### config.mk
export PLATFORM = sky130hd
export DESIGN_NAME = ldp_regs
export DESIGN_NICKNAME = d
export VERILOG_FILES = /design/src/rtl/ldp_pkg.sv /design/src/rtl/ldp_regs.sv
export VERILOG_INCLUDE_DIRS = /design/src /design/src/rtl
export SDC_FILE = /design/constraint.sdc
export NUM_CORES = 1
export LEC_CHECK = 0
export ABC_CLOCK_PERIOD_IN_PS = 3200
export BUFFER_PORTS_ARGS = -buffer_cell sky130_fd_sc_hd__buf_2
export CAP_MARGIN = 10
export CORE_ASPECT_RATIO = 1.4
export CORE_MARGIN = 2
export CORE_UTILIZATION = 33
export CTS_CLUSTER_DIAMETER = 100
export DETAILED_ROUTE_END_ITERATION = 7
export SLEW_MARGIN = 20
export SYNTH_ARGS = -nofsm -noshare
export SYNTH_HDL_FRONTEND = slang
export SYNTH_SLANG_ARGS = --single-unit
### constraint.sdc
create_clock -name aclk -period 3.2 [get_ports aclk]
set_clock_uncertainty 0.15 [all_clocks]
set_input_delay 0.16 -clock aclk [delete_from_list [all_inputs] [get_ports aclk]]
set_output_delay 0.16 -clock aclk [all_outputs]
set_load 0.03 [all_outputs]
### src/rtl/ldp_defines.svh
// Register offsets, field positions, reset values and timing counts
// for the link diagnostics / phy access register block.
// Assumes inclusion by bare name from the design file and the testbench.
`ifndef LDP_DEFINES_SVH
`define LDP_DEFINES_SVH

`define LDP_OFS_DIAG 8'h20
`define LDP_OFS_PHY 8'h24

// Diagnostics fields (field bit 31 is the word's most significant bit)
`define LDP_D_SNOOP 31
`define LDP_D_BUSY_SEL 30
`define LDP_D_UNLOCK 27
`define LDP_D_ADR_CLR 26
`define LDP_D_CTRL_VAL 25
`define LDP_D_MISMATCH 24
`define LDP_D_RAM_TEST 23
`define LDP_D_SEL_A_HI 14
`define LDP_D_SEL_A_LO 12
`define LDP_D_SEL_B_HI 10
`define LDP_D_SEL_B_LO 8
`define LDP_D_ADDER_HI 7
`define LDP_D_ADDER_LO 3
`define LDP_D_MODE_LO 1
`define LDP_D_MODE_HI 0

// Phy access fields
`define LDP_P_RD 31
`define LDP_P_WR 30
`define LDP_P_ADDR_HI 27
`define LDP_P_ADDR_LO 24
`define LDP_P_WDATA_HI 23
`define LDP_P_WDATA_LO 16
`define LDP_P_RADDR_HI 11
`define LDP_P_RADDR_LO 8
`define LDP_P_RDATA_HI 7
`define LDP_P_RDATA_LO 0

`define LDP_ADDER_RST 5'h1f
`define LDP_ADDER_PLUS 6'h02
`define LDP_ADDER_ZERO_CYCLES 6'h22
`define LDP_PHY_RST 32'h00000000
`define LDP_RESP_OKAY 2'h0
`define LDP_RESP_DECERR 2'h3

`endif

### src/rtl/ldp_pkg.sv
// Types shared by the register block.
// Assumes the defines header is on the include path.
package ldp_pkg;
  typedef enum logic [0:0] {ACK_IDLE, ACK_WAIT} ldp_ack_state_t;
endpackage

### src/rtl/ldp_regs.sv
// Diagnostics and phy access registers behind an AXI4-Lite slave,
// with the fixed-timing select/acknowledge responder and phy request port.
// Assumes one 10 MHz clock; pins are asynchronous and are filtered here.
`include "ldp_defines.svh"

// Contract
// Snoop enable makes the receiver accept and deliver every packet in snoop form.
// Busy select chooses busy reply B when set, busy reply A when clear.
// Unlock bit lets software write normally protected bits.
// Address clear zeroes the RAM address counter and the mismatch flag.
// In RAM test, writes store the test control value; value resets clear.
// In RAM test, a stored control bit differing from value sets mismatch.
// RAM test is active only with test and unlock bits; test resets clear.
// Five-bit delay adder acts only in fixed pulse mode; resets to 1Fh.
// Fixed pulse mode answers each select pulse after adder plus two cycles.
// Adder of zero gives the maximum delay of 34 cycles.
// Host must not program the adder too low for its clock.
// Host should tune the adder once, using recommended values per clock.
// Two read-only diagnostics bits follow the two host mode pins.
// Upper phy access half carries requests, lower half carries replies.
// Read request bit sends a read to the phy, clears when sent.
// Write request bit sends address and data to the phy, clears when sent.
// Four-bit request address selects the target phy register.
// Eight-bit request data is the byte a write transfers.
// Reply fields capture the answering register address and data.
// Each phy reply raises the reply-received interrupt flag.
// Reply fields, busy select and mismatch are writable only when unlocked.
// Phy access sits at 24h, read/write, resets to zero.
// Reply fields update no later than the reply-received flag.
module ldp_regs (
  input wire logic aclk,
  input wire logic aresetn,
  input wire logic [7:0] s_axi_awaddr,
  input wire logic [2:0] s_axi_awprot,
  input wire logic s_axi_awvalid,
  output logic s_axi_awready,
  input wire logic [31:0] s_axi_wdata,
  input wire logic [3:0] s_axi_wstrb,
  input wire logic s_axi_wvalid,
  output logic s_axi_wready,
  output logic [1:0] s_axi_bresp,
  output logic s_axi_bvalid,
  input wire logic s_axi_bready,
  input wire logic [7:0] s_axi_araddr,
  input wire logic [2:0] s_axi_arprot,
  input wire logic s_axi_arvalid,
  output logic s_axi_arready,
  output logic [31:0] s_axi_rdata,
  output logic [1:0] s_axi_rresp,
  output logic s_axi_rvalid,
  input wire logic s_axi_rready,
  input wire logic host_mode_pin_lo,
  input wire logic host_mode_pin_hi,
  input wire logic fixed_pulse_mode_pin,
  input wire logic host_select_pulse,
  output logic host_ack_pulse,
  output logic snoop_enable,
  output logic busy_ack_select,
  output logic [2:0] status_out_select_a,
  output logic [2:0] status_out_select_b,
  input wire logic ram_access,
  input wire logic ram_write,
  input wire logic ram_ctrl_bit_rd,
  output logic ram_ctrl_bit_wr,
  output logic [7:0] ram_addr,
  output logic phy_req_valid,
  output logic phy_req_write,
  output logic [3:0] phy_req_addr,
  output logic [7:0] phy_req_wdata,
  input wire logic phy_req_ready,
  input wire logic phy_rsp_valid,
  input wire logic [3:0] phy_rsp_addr,
  input wire logic [7:0] phy_rsp_data,
  output logic phy_reply_received_irq
);

  function automatic logic [31:0] strb_merge(input logic [31:0] old_v, input logic [31:0] new_v,
                                             input logic [3:0] strb, input logic [31:0] wmask);
    logic [31:0] m;
    m = {{8{strb[3]}}, {8{strb[2]}}, {8{strb[1]}}, {8{strb[0]}}} & wmask;
    return (old_v & ~m) | (new_v & m);
  endfunction

  ////////////////////////////////////////////////////////////////////////////
  // Pin filters: stage one feeds stage two only; a change counts once
  // stages two and three agree.
  logic [3:0] pin_s1, pin_s2, pin_s3, pin_f;
  logic fixed_mode;
  assign fixed_mode = pin_f[3];
  always_ff @(posedge aclk) begin
    if (!aresetn) begin
      pin_s1 <= 4'h0;
      pin_s2 <= 4'h0;
      pin_s3 <= 4'h0;
      pin_f <= 4'h0;
    end else begin
      pin_s1 <= {fixed_pulse_mode_pin, host_select_pulse, host_mode_pin_hi, host_mode_pin_lo};
      pin_s2 <= pin_s1;
      pin_s3 <= pin_s2;
      for (int i = 0; i < 4; i++) begin
        if (pin_s2[i] == pin_s3[i]) begin
          pin_f[i] <= pin_s3[i];
        end
      end
    end
  end

  ////////////////////////////////////////////////////////////////////////////
  // AXI4-Lite slave
  logic aw_full, w_full, do_write;
  logic [7:0] wr_addr;
  logic [31:0] wr_data;
  logic [3:0] wr_strb;
  assign do_write = aw_full && w_full && !s_axi_bvalid;

  always_ff @(posedge aclk) begin
    if (!aresetn) begin
      aw_full <= 1'b0;
      w_full <= 1'b0;
      s_axi_awready <= 1'b1;
      s_axi_wready <= 1'b1;
      s_axi_bvalid <= 1'b0;
      s_axi_bresp <= `LDP_RESP_OKAY;
      wr_addr <= 8'h00;
      wr_data <= 32'h00000000;
      wr_strb <= 4'h0;
    end else begin
      if (s_axi_awvalid && s_axi_awready) begin
        aw_full <= 1'b1;
        s_axi_awready <= 1'b0;
        wr_addr <= s_axi_awaddr;
      end
      if (s_axi_wvalid && s_axi_wready) begin
        w_full <= 1'b1;
        s_axi_wready <= 1'b0;
        wr_data <= s_axi_wdata;
        wr_strb <= s_axi_wstrb;
      end
      if (do_write) begin
        aw_full <= 1'b0;
        w_full <= 1'b0;
        s_axi_bvalid <= 1'b1;
        s_axi_bresp <= (wr_addr == `LDP_OFS_DIAG || wr_addr == `LDP_OFS_PHY) ?
                       `LDP_RESP_OKAY : `LDP_RESP_DECERR;
      end
      if (s_axi_bvalid && s_axi_bready) begin
        s_axi_bvalid <= 1'b0;
        s_axi_awready <= 1'b1;
        s_axi_wready <= 1'b1;
      end
    end
  end

  logic wr_diag, wr_phy, unlock;
  assign wr_diag = do_write && wr_addr == `LDP_OFS_DIAG;
  assign wr_phy = do_write && wr_addr == `LDP_OFS_PHY;

  ////////////////////////////////////////////////////////////////////////////
  // Diagnostics register
  logic [31:0] diag;
  logic [31:0] diag_mask;
  logic ram_test_active, mismatch_set, adr_clr;
  logic [4:0] adder;

  assign unlock = diag[`LDP_D_UNLOCK];
  assign adder = diag[`LDP_D_ADDER_HI:`LDP_D_ADDER_LO];
  // test gate
  assign ram_test_active = diag[`LDP_D_RAM_TEST] && unlock;
  // mismatch detect
  assign mismatch_set = ram_test_active && ram_access && !ram_write &&
                        (ram_ctrl_bit_rd != diag[`LDP_D_CTRL_VAL]);
  assign adr_clr = wr_diag && wr_strb[3] && wr_data[`LDP_D_ADR_CLR];

  // unlock gating of protected bits
  always_comb begin
    diag_mask = 32'h00000000;
    diag_mask[`LDP_D_SNOOP] = 1'b1;
    diag_mask[`LDP_D_UNLOCK] = 1'b1;
    diag_mask[`LDP_D_CTRL_VAL] = 1'b1;
    diag_mask[`LDP_D_RAM_TEST] = 1'b1;
    diag_mask[`LDP_D_SEL_A_HI:`LDP_D_SEL_A_LO] = 3'h7;
    diag_mask[`LDP_D_SEL_B_HI:`LDP_D_SEL_B_LO] = 3'h7;
    diag_mask[`LDP_D_ADDER_HI:`LDP_D_ADDER_LO] = 5'h1f;
    // busy select and mismatch
    diag_mask[`LDP_D_BUSY_SEL] = unlock;
    diag_mask[`LDP_D_MISMATCH] = unlock;
  end

  // Mode bits are not stored: reads take the filtered pins directly.
  always_ff @(posedge aclk) begin
    if (!aresetn) begin
      diag <= 32'h00000000;
      // adder reset value
      diag[`LDP_D_ADDER_HI:`LDP_D_ADDER_LO] <= `LDP_ADDER_RST;
    end else begin
      if (wr_diag) begin
        diag <= strb_merge(diag, wr_data, wr_strb, diag_mask);
      end
      // clear of mismatch flag
      if (adr_clr) begin
        diag[`LDP_D_MISMATCH] <= 1'b0;
      end
      // Hardware set beats any clear in the same cycle
      if (mismatch_set) begin
        diag[`LDP_D_MISMATCH] <= 1'b1;
      end
    end
  end

  always_ff @(posedge aclk) begin
    if (!aresetn) begin
      snoop_enable <= 1'b0;
      busy_ack_select <= 1'b0;
      status_out_select_a <= 3'h0;
      status_out_select_b <= 3'h0;
      ram_ctrl_bit_wr <= 1'b0;
    end else begin
      // snoop control to receiver
      snoop_enable <= diag[`LDP_D_SNOOP];
      // busy ack choice
      busy_ack_select <= diag[`LDP_D_BUSY_SEL];
      status_out_select_a <= diag[`LDP_D_SEL_A_HI:`LDP_D_SEL_A_LO];
      status_out_select_b <= diag[`LDP_D_SEL_B_HI:`LDP_D_SEL_B_LO];
      // test value into control bit
      ram_ctrl_bit_wr <= ram_test_active && diag[`LDP_D_CTRL_VAL];
    end
  end

  // address counter clear
  always_ff @(posedge aclk) begin
    if (!aresetn) begin
      ram_addr <= 8'h00;
    end else if (adr_clr) begin
      ram_addr <= 8'h00;
    end else if (ram_access) begin
      ram_addr <= ram_addr + 8'h01;
    end
  end

  ////////////////////////////////////////////////////////////////////////////
  // Fixed-timing select/acknowledge responder
  ldp_pkg::ldp_ack_state_t ack_state;
  logic sel_prev, sel_rise;
  logic [5:0] ack_cnt, delay_cycles;
  assign sel_rise = pin_f[2] && !sel_prev;
  // zero means longest wait
  // adder plus two
  assign delay_cycles = (adder == 5'h00) ? `LDP_ADDER_ZERO_CYCLES :
                        ({1'b0, adder} + `LDP_ADDER_PLUS);

  always_ff @(posedge aclk) begin
    if (!aresetn) begin
      sel_prev <= 1'b0;
      ack_state <= ldp_pkg::ACK_IDLE;
      ack_cnt <= 6'h00;
      host_ack_pulse <= 1'b0;
    end else begin
      sel_prev <= pin_f[2];
      host_ack_pulse <= 1'b0;
      case (ack_state)
        ldp_pkg::ACK_IDLE: begin
          // only in fixed pulse mode
          if (sel_rise && fixed_mode) begin
            ack_cnt <= delay_cycles - 6'h01;
            ack_state <= ldp_pkg::ACK_WAIT;
          end
        end
        ldp_pkg::ACK_WAIT: begin
          if (ack_cnt == 6'h01) begin
            host_ack_pulse <= 1'b1;
            ack_state <= ldp_pkg::ACK_IDLE;
          end
          ack_cnt <= ack_cnt - 6'h01;
        end
        default: ack_state <= ldp_pkg::ACK_IDLE;
      endcase
    end
  end

  ////////////////////////////////////////////////////////////////////////////
  // Phy access register
  logic [31:0] phy;
  logic [31:0] phy_mask;
  logic req_sent;
  assign req_sent = phy_req_valid && phy_req_ready;

  // request half versus reply half
  always_comb begin
    phy_mask = 32'h00000000;
    phy_mask[`LDP_P_RD] = 1'b1;
    phy_mask[`LDP_P_WR] = 1'b1;
    phy_mask[`LDP_P_ADDR_HI:`LDP_P_ADDR_LO] = 4'hf;
    phy_mask[`LDP_P_WDATA_HI:`LDP_P_WDATA_LO] = 8'hff;
    // reply fields only when unlocked
    phy_mask[`LDP_P_RADDR_HI:`LDP_P_RADDR_LO] = {4{unlock}};
    phy_mask[`LDP_P_RDATA_HI:`LDP_P_RDATA_LO] = {8{unlock}};
  end

  always_ff @(posedge aclk) begin
    if (!aresetn) begin
      // reset to zero
      phy <= `LDP_PHY_RST;
      phy_reply_received_irq <= 1'b0;
    end else begin
      phy_reply_received_irq <= 1'b0;
      if (wr_phy) begin
        phy <= strb_merge(phy, wr_data, wr_strb, phy_mask);
      end
      // self clear once sent
      if (req_sent && !(wr_phy && wr_strb[3])) begin
        if (phy_req_write) begin
          phy[`LDP_P_WR] <= 1'b0;
        end else begin
          phy[`LDP_P_RD] <= 1'b0;
        end
      end
      // capture together with the flag
      if (phy_rsp_valid) begin
        phy[`LDP_P_RADDR_HI:`LDP_P_RADDR_LO] <= phy_rsp_addr;
        phy[`LDP_P_RDATA_HI:`LDP_P_RDATA_LO] <= phy_rsp_data;
        // reply flag
        phy_reply_received_irq <= 1'b1;
      end
    end
  end

  // Read is served before write when both are pending.
  always_ff @(posedge aclk) begin
    if (!aresetn) begin
      phy_req_valid <= 1'b0;
      phy_req_write <= 1'b0;
      phy_req_addr <= 4'h0;
      phy_req_wdata <= 8'h00;
    end else if (req_sent) begin
      phy_req_valid <= 1'b0;
    end else if (!phy_req_valid && (phy[`LDP_P_RD] || phy[`LDP_P_WR])) begin
      phy_req_valid <= 1'b1;
      phy_req_write <= !phy[`LDP_P_RD];
      // target address
      phy_req_addr <= phy[`LDP_P_ADDR_HI:`LDP_P_ADDR_LO];
      // write byte
      phy_req_wdata <= phy[`LDP_P_WDATA_HI:`LDP_P_WDATA_LO];
    end
  end

  ////////////////////////////////////////////////////////////////////////////
  // Read channel
  logic [31:0] rd_word;
  always_comb begin
    rd_word = 32'h00000000;
    if (s_axi_araddr == `LDP_OFS_DIAG) begin
      rd_word = diag;
      // mode pin levels
      rd_word[`LDP_D_MODE_LO] = pin_f[0];
      rd_word[`LDP_D_MODE_HI] = pin_f[1];
      rd_word[`LDP_D_ADR_CLR] = 1'b0;
    end else if (s_axi_araddr == `LDP_OFS_PHY) begin
      rd_word = phy;
    end
  end

  always_ff @(posedge aclk) begin
    if (!aresetn) begin
      s_axi_arready <= 1'b1;
      s_axi_rvalid <= 1'b0;
      s_axi_rdata <= 32'h00000000;
      s_axi_rresp <= `LDP_RESP_OKAY;
    end else if (s_axi_arvalid && s_axi_arready) begin
      s_axi_arready <= 1'b0;
      s_axi_rvalid <= 1'b1;
      s_axi_rdata <= rd_word;
      s_axi_rresp <= (s_axi_araddr == `LDP_OFS_DIAG || s_axi_araddr == `LDP_OFS_PHY) ?
                     `LDP_RESP_OKAY : `LDP_RESP_DECERR;
    end else if (s_axi_rvalid && s_axi_rready) begin
      s_axi_rvalid <= 1'b0;
      s_axi_arready <= 1'b1;
    end
  end

  logic [5:0] chk_wait, chk_exp;
  always_ff @(posedge aclk) begin
    if (!aresetn) begin
      chk_wait <= 6'h00;
      chk_exp <= 6'h00;
    end else if (ack_state == ldp_pkg::ACK_IDLE && sel_rise && fixed_mode) begin
      chk_wait <= 6'h01;
      chk_exp <= delay_cycles;
    end else if (chk_wait != 6'h00 && chk_wait != 6'h3f) begin
      chk_wait <= chk_wait + 6'h01;
    end
  end
endmodule // ldp_regs

==> run_results.csv <==
group,metric,value,unit
yosys,synth-async-reset-ratio,0,
worst_setup_path,crit_fanout,11,
yosys,ys_types,45,
placement,placed_cell_area,0.00782,mm^2
worst_setup_path,cp_slowest_cell,"or4_1",
sta,slew_viol_final,0,
sta,worst_slack,936,ps
sta,fin_setup_tns,0,ps
yosys,syn_area,0.00693,mm^2
finish,final_cell_area,0.00921,mm^2
clock_tree,htreeDepth,4,
drt,antenna_left,0,
yosys,synth-simple-area-share,0.201,
yosys,synth_top_family_by_area,"simple AND/OR/NAND/NOR gates",
drt,wire_per_inst,15.3,um
drt,viasPerCell,4.89,
placement,finalWeightedCongestion,0.780,
yosys,postSynthCellCount,801,
pwr,leakage,3.81,nW
global_routing,grt_pass1_wl,30.8,mm
worst_setup_path,worst-setup-path-type,"register to register",
yosys,synth_top_flop_cell,"dfxtp_1",
sta,period_minus_slack,2260,ps
drt,drtIter0Drc,270,
pwr,ir_drop,366,uV
placement,hpwlAfterDp,12.6,mm
sta,fmax,442,MHz
yosys,synth-seq-cells,179,
clock_tree,clk_pin_slew,60,ps
yosys,synthMuxAreaShare,0.0731,
worst_setup_path,cp.required,3310,ps
floorplanning,rows,62,
worst_setup_path,crit_buf_inv,0,
sta,hold_viol,0,
global_routing,grt_max_degree,81,
clock_tree,clkSinkCount,179,
clock_tree,clk_latency,420,ps
finish,n_fill_cell,2027,
floorplanning,die_w,126,um
finish,final_common_cell,"nand2_1",
sta,finalCritPeriodShare,0.707,
floorplanning,initial_core_util,0.337,
placement,place_ws,941,ps
clock_tree,root_buffer,"clkbuf_16",
floorplanning,die_y,175,um
floorplanning,coreArea,0.0206,mm^2
drt,drt-total-wl,19.3,mm
sta,timing.slew.headroom,0.409,
sta,rsz0062_at_grt,"false",
yosys,synth_compound_area_frac,0.140,
global_routing,grt_pass1_vias,6121,
outcome,status,"finished clean",
worst_setup_path,endpoint_kind,"register",
yosys,yosysSeqAreaShare,0.517,
drt,drcViolationCount,0,
floorplanning,fp.dieArea,0.0222,mm^2
clock_tree,postCtsSetupBuffers,0,
job,drv_cap,0,
finish,drive_gt1_frac,0.204,
sta,tightest_slew,883,ps
pwr,pwr_density_cell,538,mW/mm^2
yosys,synth_xor_xnor_area_share,0.0152,
yosys,syn_avg_cell_area,8.65,um^2
clock_tree,clock_path_buffers,2,
finish,layout_common_cells,"184 x nand2_1, 179 x dfxtp_1, 147 x buf_2",
worst_setup_path,path_delay_family,"simple AND/OR/NAND/NOR gates",
global_routing,track_usage,0.175,
global_routing,grt_overflow,0,
yosys,synth_edf_count,0,
clock_tree,cts_made_buffers,17,
pwr,total_power,4.95,mW
clock_tree,cts_tree,"yes",
yosys,synth_adder_area_share,0.00903,
yosys,ys_warn_count,0,
global_routing,antenna_found_initial,0,
finish,area_growth,32.9,%
finish,nets,1086,
drt,drt_pass1_iterations,4,
sta,setup_viol,0,
drt,vias,6185,
worst_setup_path,worstPathArrival,2380,ps
hold_path,hold_class,"primary input to register",
placement,io_buffers,147,
worst_setup_path,max_stage_delay,730,ps
worst_setup_path,path_cells,"or4b_4 -> or4_1 -> o21ai_1 -> nand3_1",
worst_setup_path,startpoint_type,"register",
floorplanning,top_level_ports,160,
## repair_timing
action                                  CTS  global route
hold endpoints to repair                 71             0
endpoints found under the setup margin    0             0
resized for setup                         0             0
hold buffers                             75             0
## worst min-delay path: stages
cell and delay, ps:
buf_2 70, inv_1 320, nor2_1 190
## kinds of logic (layout without fill, tap and decap cells)
| kind of cell | count (synthesis) | in the layout |
|---|---|---|
| AO/OA/AOI/OAI | 174 | 174 |
| XOR/XNOR | 12 | 12 |
| adder cells (fa/ha/maj) | 5 | 5 |
| buffers and inverters | 74 | 279 |
| flip-flops | 179 | 179 |
| multiplexers | 49 | 49 |
| other | 1 | 4 |
| AND/OR/NAND/NOR | 307 | 307 |
## synth_stat cells, types with 2 or more instances
library cell | count | share of area
nand2b_1 | 4 | 0.0036
o21ai_0 | 33 | 0.024
or3_1 | 2 | 0.0018
inv_1 | 16 | 0.0087
ha_1 | 5 | 0.0090
a211oi_1 | 3 | 0.0033
a311oi_1 | 2 | 0.0025
buf_1 | 2 | 0.0011
nand4_1 | 2 | 0.0018
o21ai_1 | 12 | 0.0087
xnor2_1 | 2 | 0.0025
and2_1 | 23 | 0.021
o32ai_1 | 4 | 0.0051
and4_1 | 2 | 0.0025
nand3b_1 | 5 | 0.0054
mux2i_1 | 36 | 0.052
clkbuf_1 | 50 | 0.027
xor2_1 | 10 | 0.013
nor4_1 | 4 | 0.0036
dfxtp_1 | 179 | 0.52
a21oi_1 | 97 | 0.070
nor2_1 | 37 | 0.020
nor3_1 | 6 | 0.0043
or4_1 | 2 | 0.0022
buf_4 | 5 | 0.0054
nor4_4 | 2 | 0.0061
nor3b_1 | 2 | 0.0022
o211ai_1 | 2 | 0.0022
a31oi_1 | 3 | 0.0027
nand2_1 | 185 | 0.10
nand3_1 | 23 | 0.017
and3_1 | 3 | 0.0027
mux2_2 | 13 | 0.021
a32oi_1 | 14 | 0.018
## area by class of cell
| type | count | area [um^2] | share of cell area |
|---|---|---|---|
| clock inverter | 13 | 195 | 0.0212 |
| clock buffer | 19 | 443 | 0.0481 |
| sequential | 179 | 3580 | 0.389 |
| tap | 256 | 320 | 0.0348 |
| antenna | 1 | 2.50 | 0.000272 |
| inverter | 16 | 61.3 | 0.00666 |
| multi-input combinational | 550 | 3050 | 0.331 |
| timing repair buffer | 231 | 1550 | 0.169 |
## stage by stage
| stage | std cells | hold slack [ps] | util |
|---|---|---|---|
| finish | 1265 | 224 | 0.448 |
| global route | 1264 | 276 | 0.448 |
| CTS | 1264 | 209 | 0.448 |
| detailed placement | 1157 | 221 | 0.380 |
| global placement | 1157 | 220 | 0.380 |
| floorplan | 803 | 110 | - |
## report_power, final
group | internal (mW) | total (mW) | switching (mW)
clock network | 1.35 | 2.25 | 0.909
logic | 0.162 | 0.370 | 0.207
registers | 2.29 | 2.33 | 0.0424
## worst paths after layout
check | slack [ps] | startpoint | cells past startpoint | endpoint
max | 940 | wr_addr[3] | 4 | register
min | 220 | phy_rsp_valid | 3 | phy_reply_received_irq
max reg2reg | 940 | wr_addr[3] | 4 | register
min reg2reg | 280 | pin_s1[3] | 1 | pin_s2[3]
## layer usage
metal | up-vias | routed length (um) | part of all wire | GRT usage
met4 | 0 | 918 | 0.047 | 0.0943
li1 | 3102 | - | - | -
met1 | 2870 | 8020 | 0.41 | 0.197
met2 | 157 | 9650 | 0.50 | 0.307
met5 | - | 0 | 0 | 0
met3 | 56 | 752 | 0.039 | 0.0378
Power figures use the tool's default switching activity.
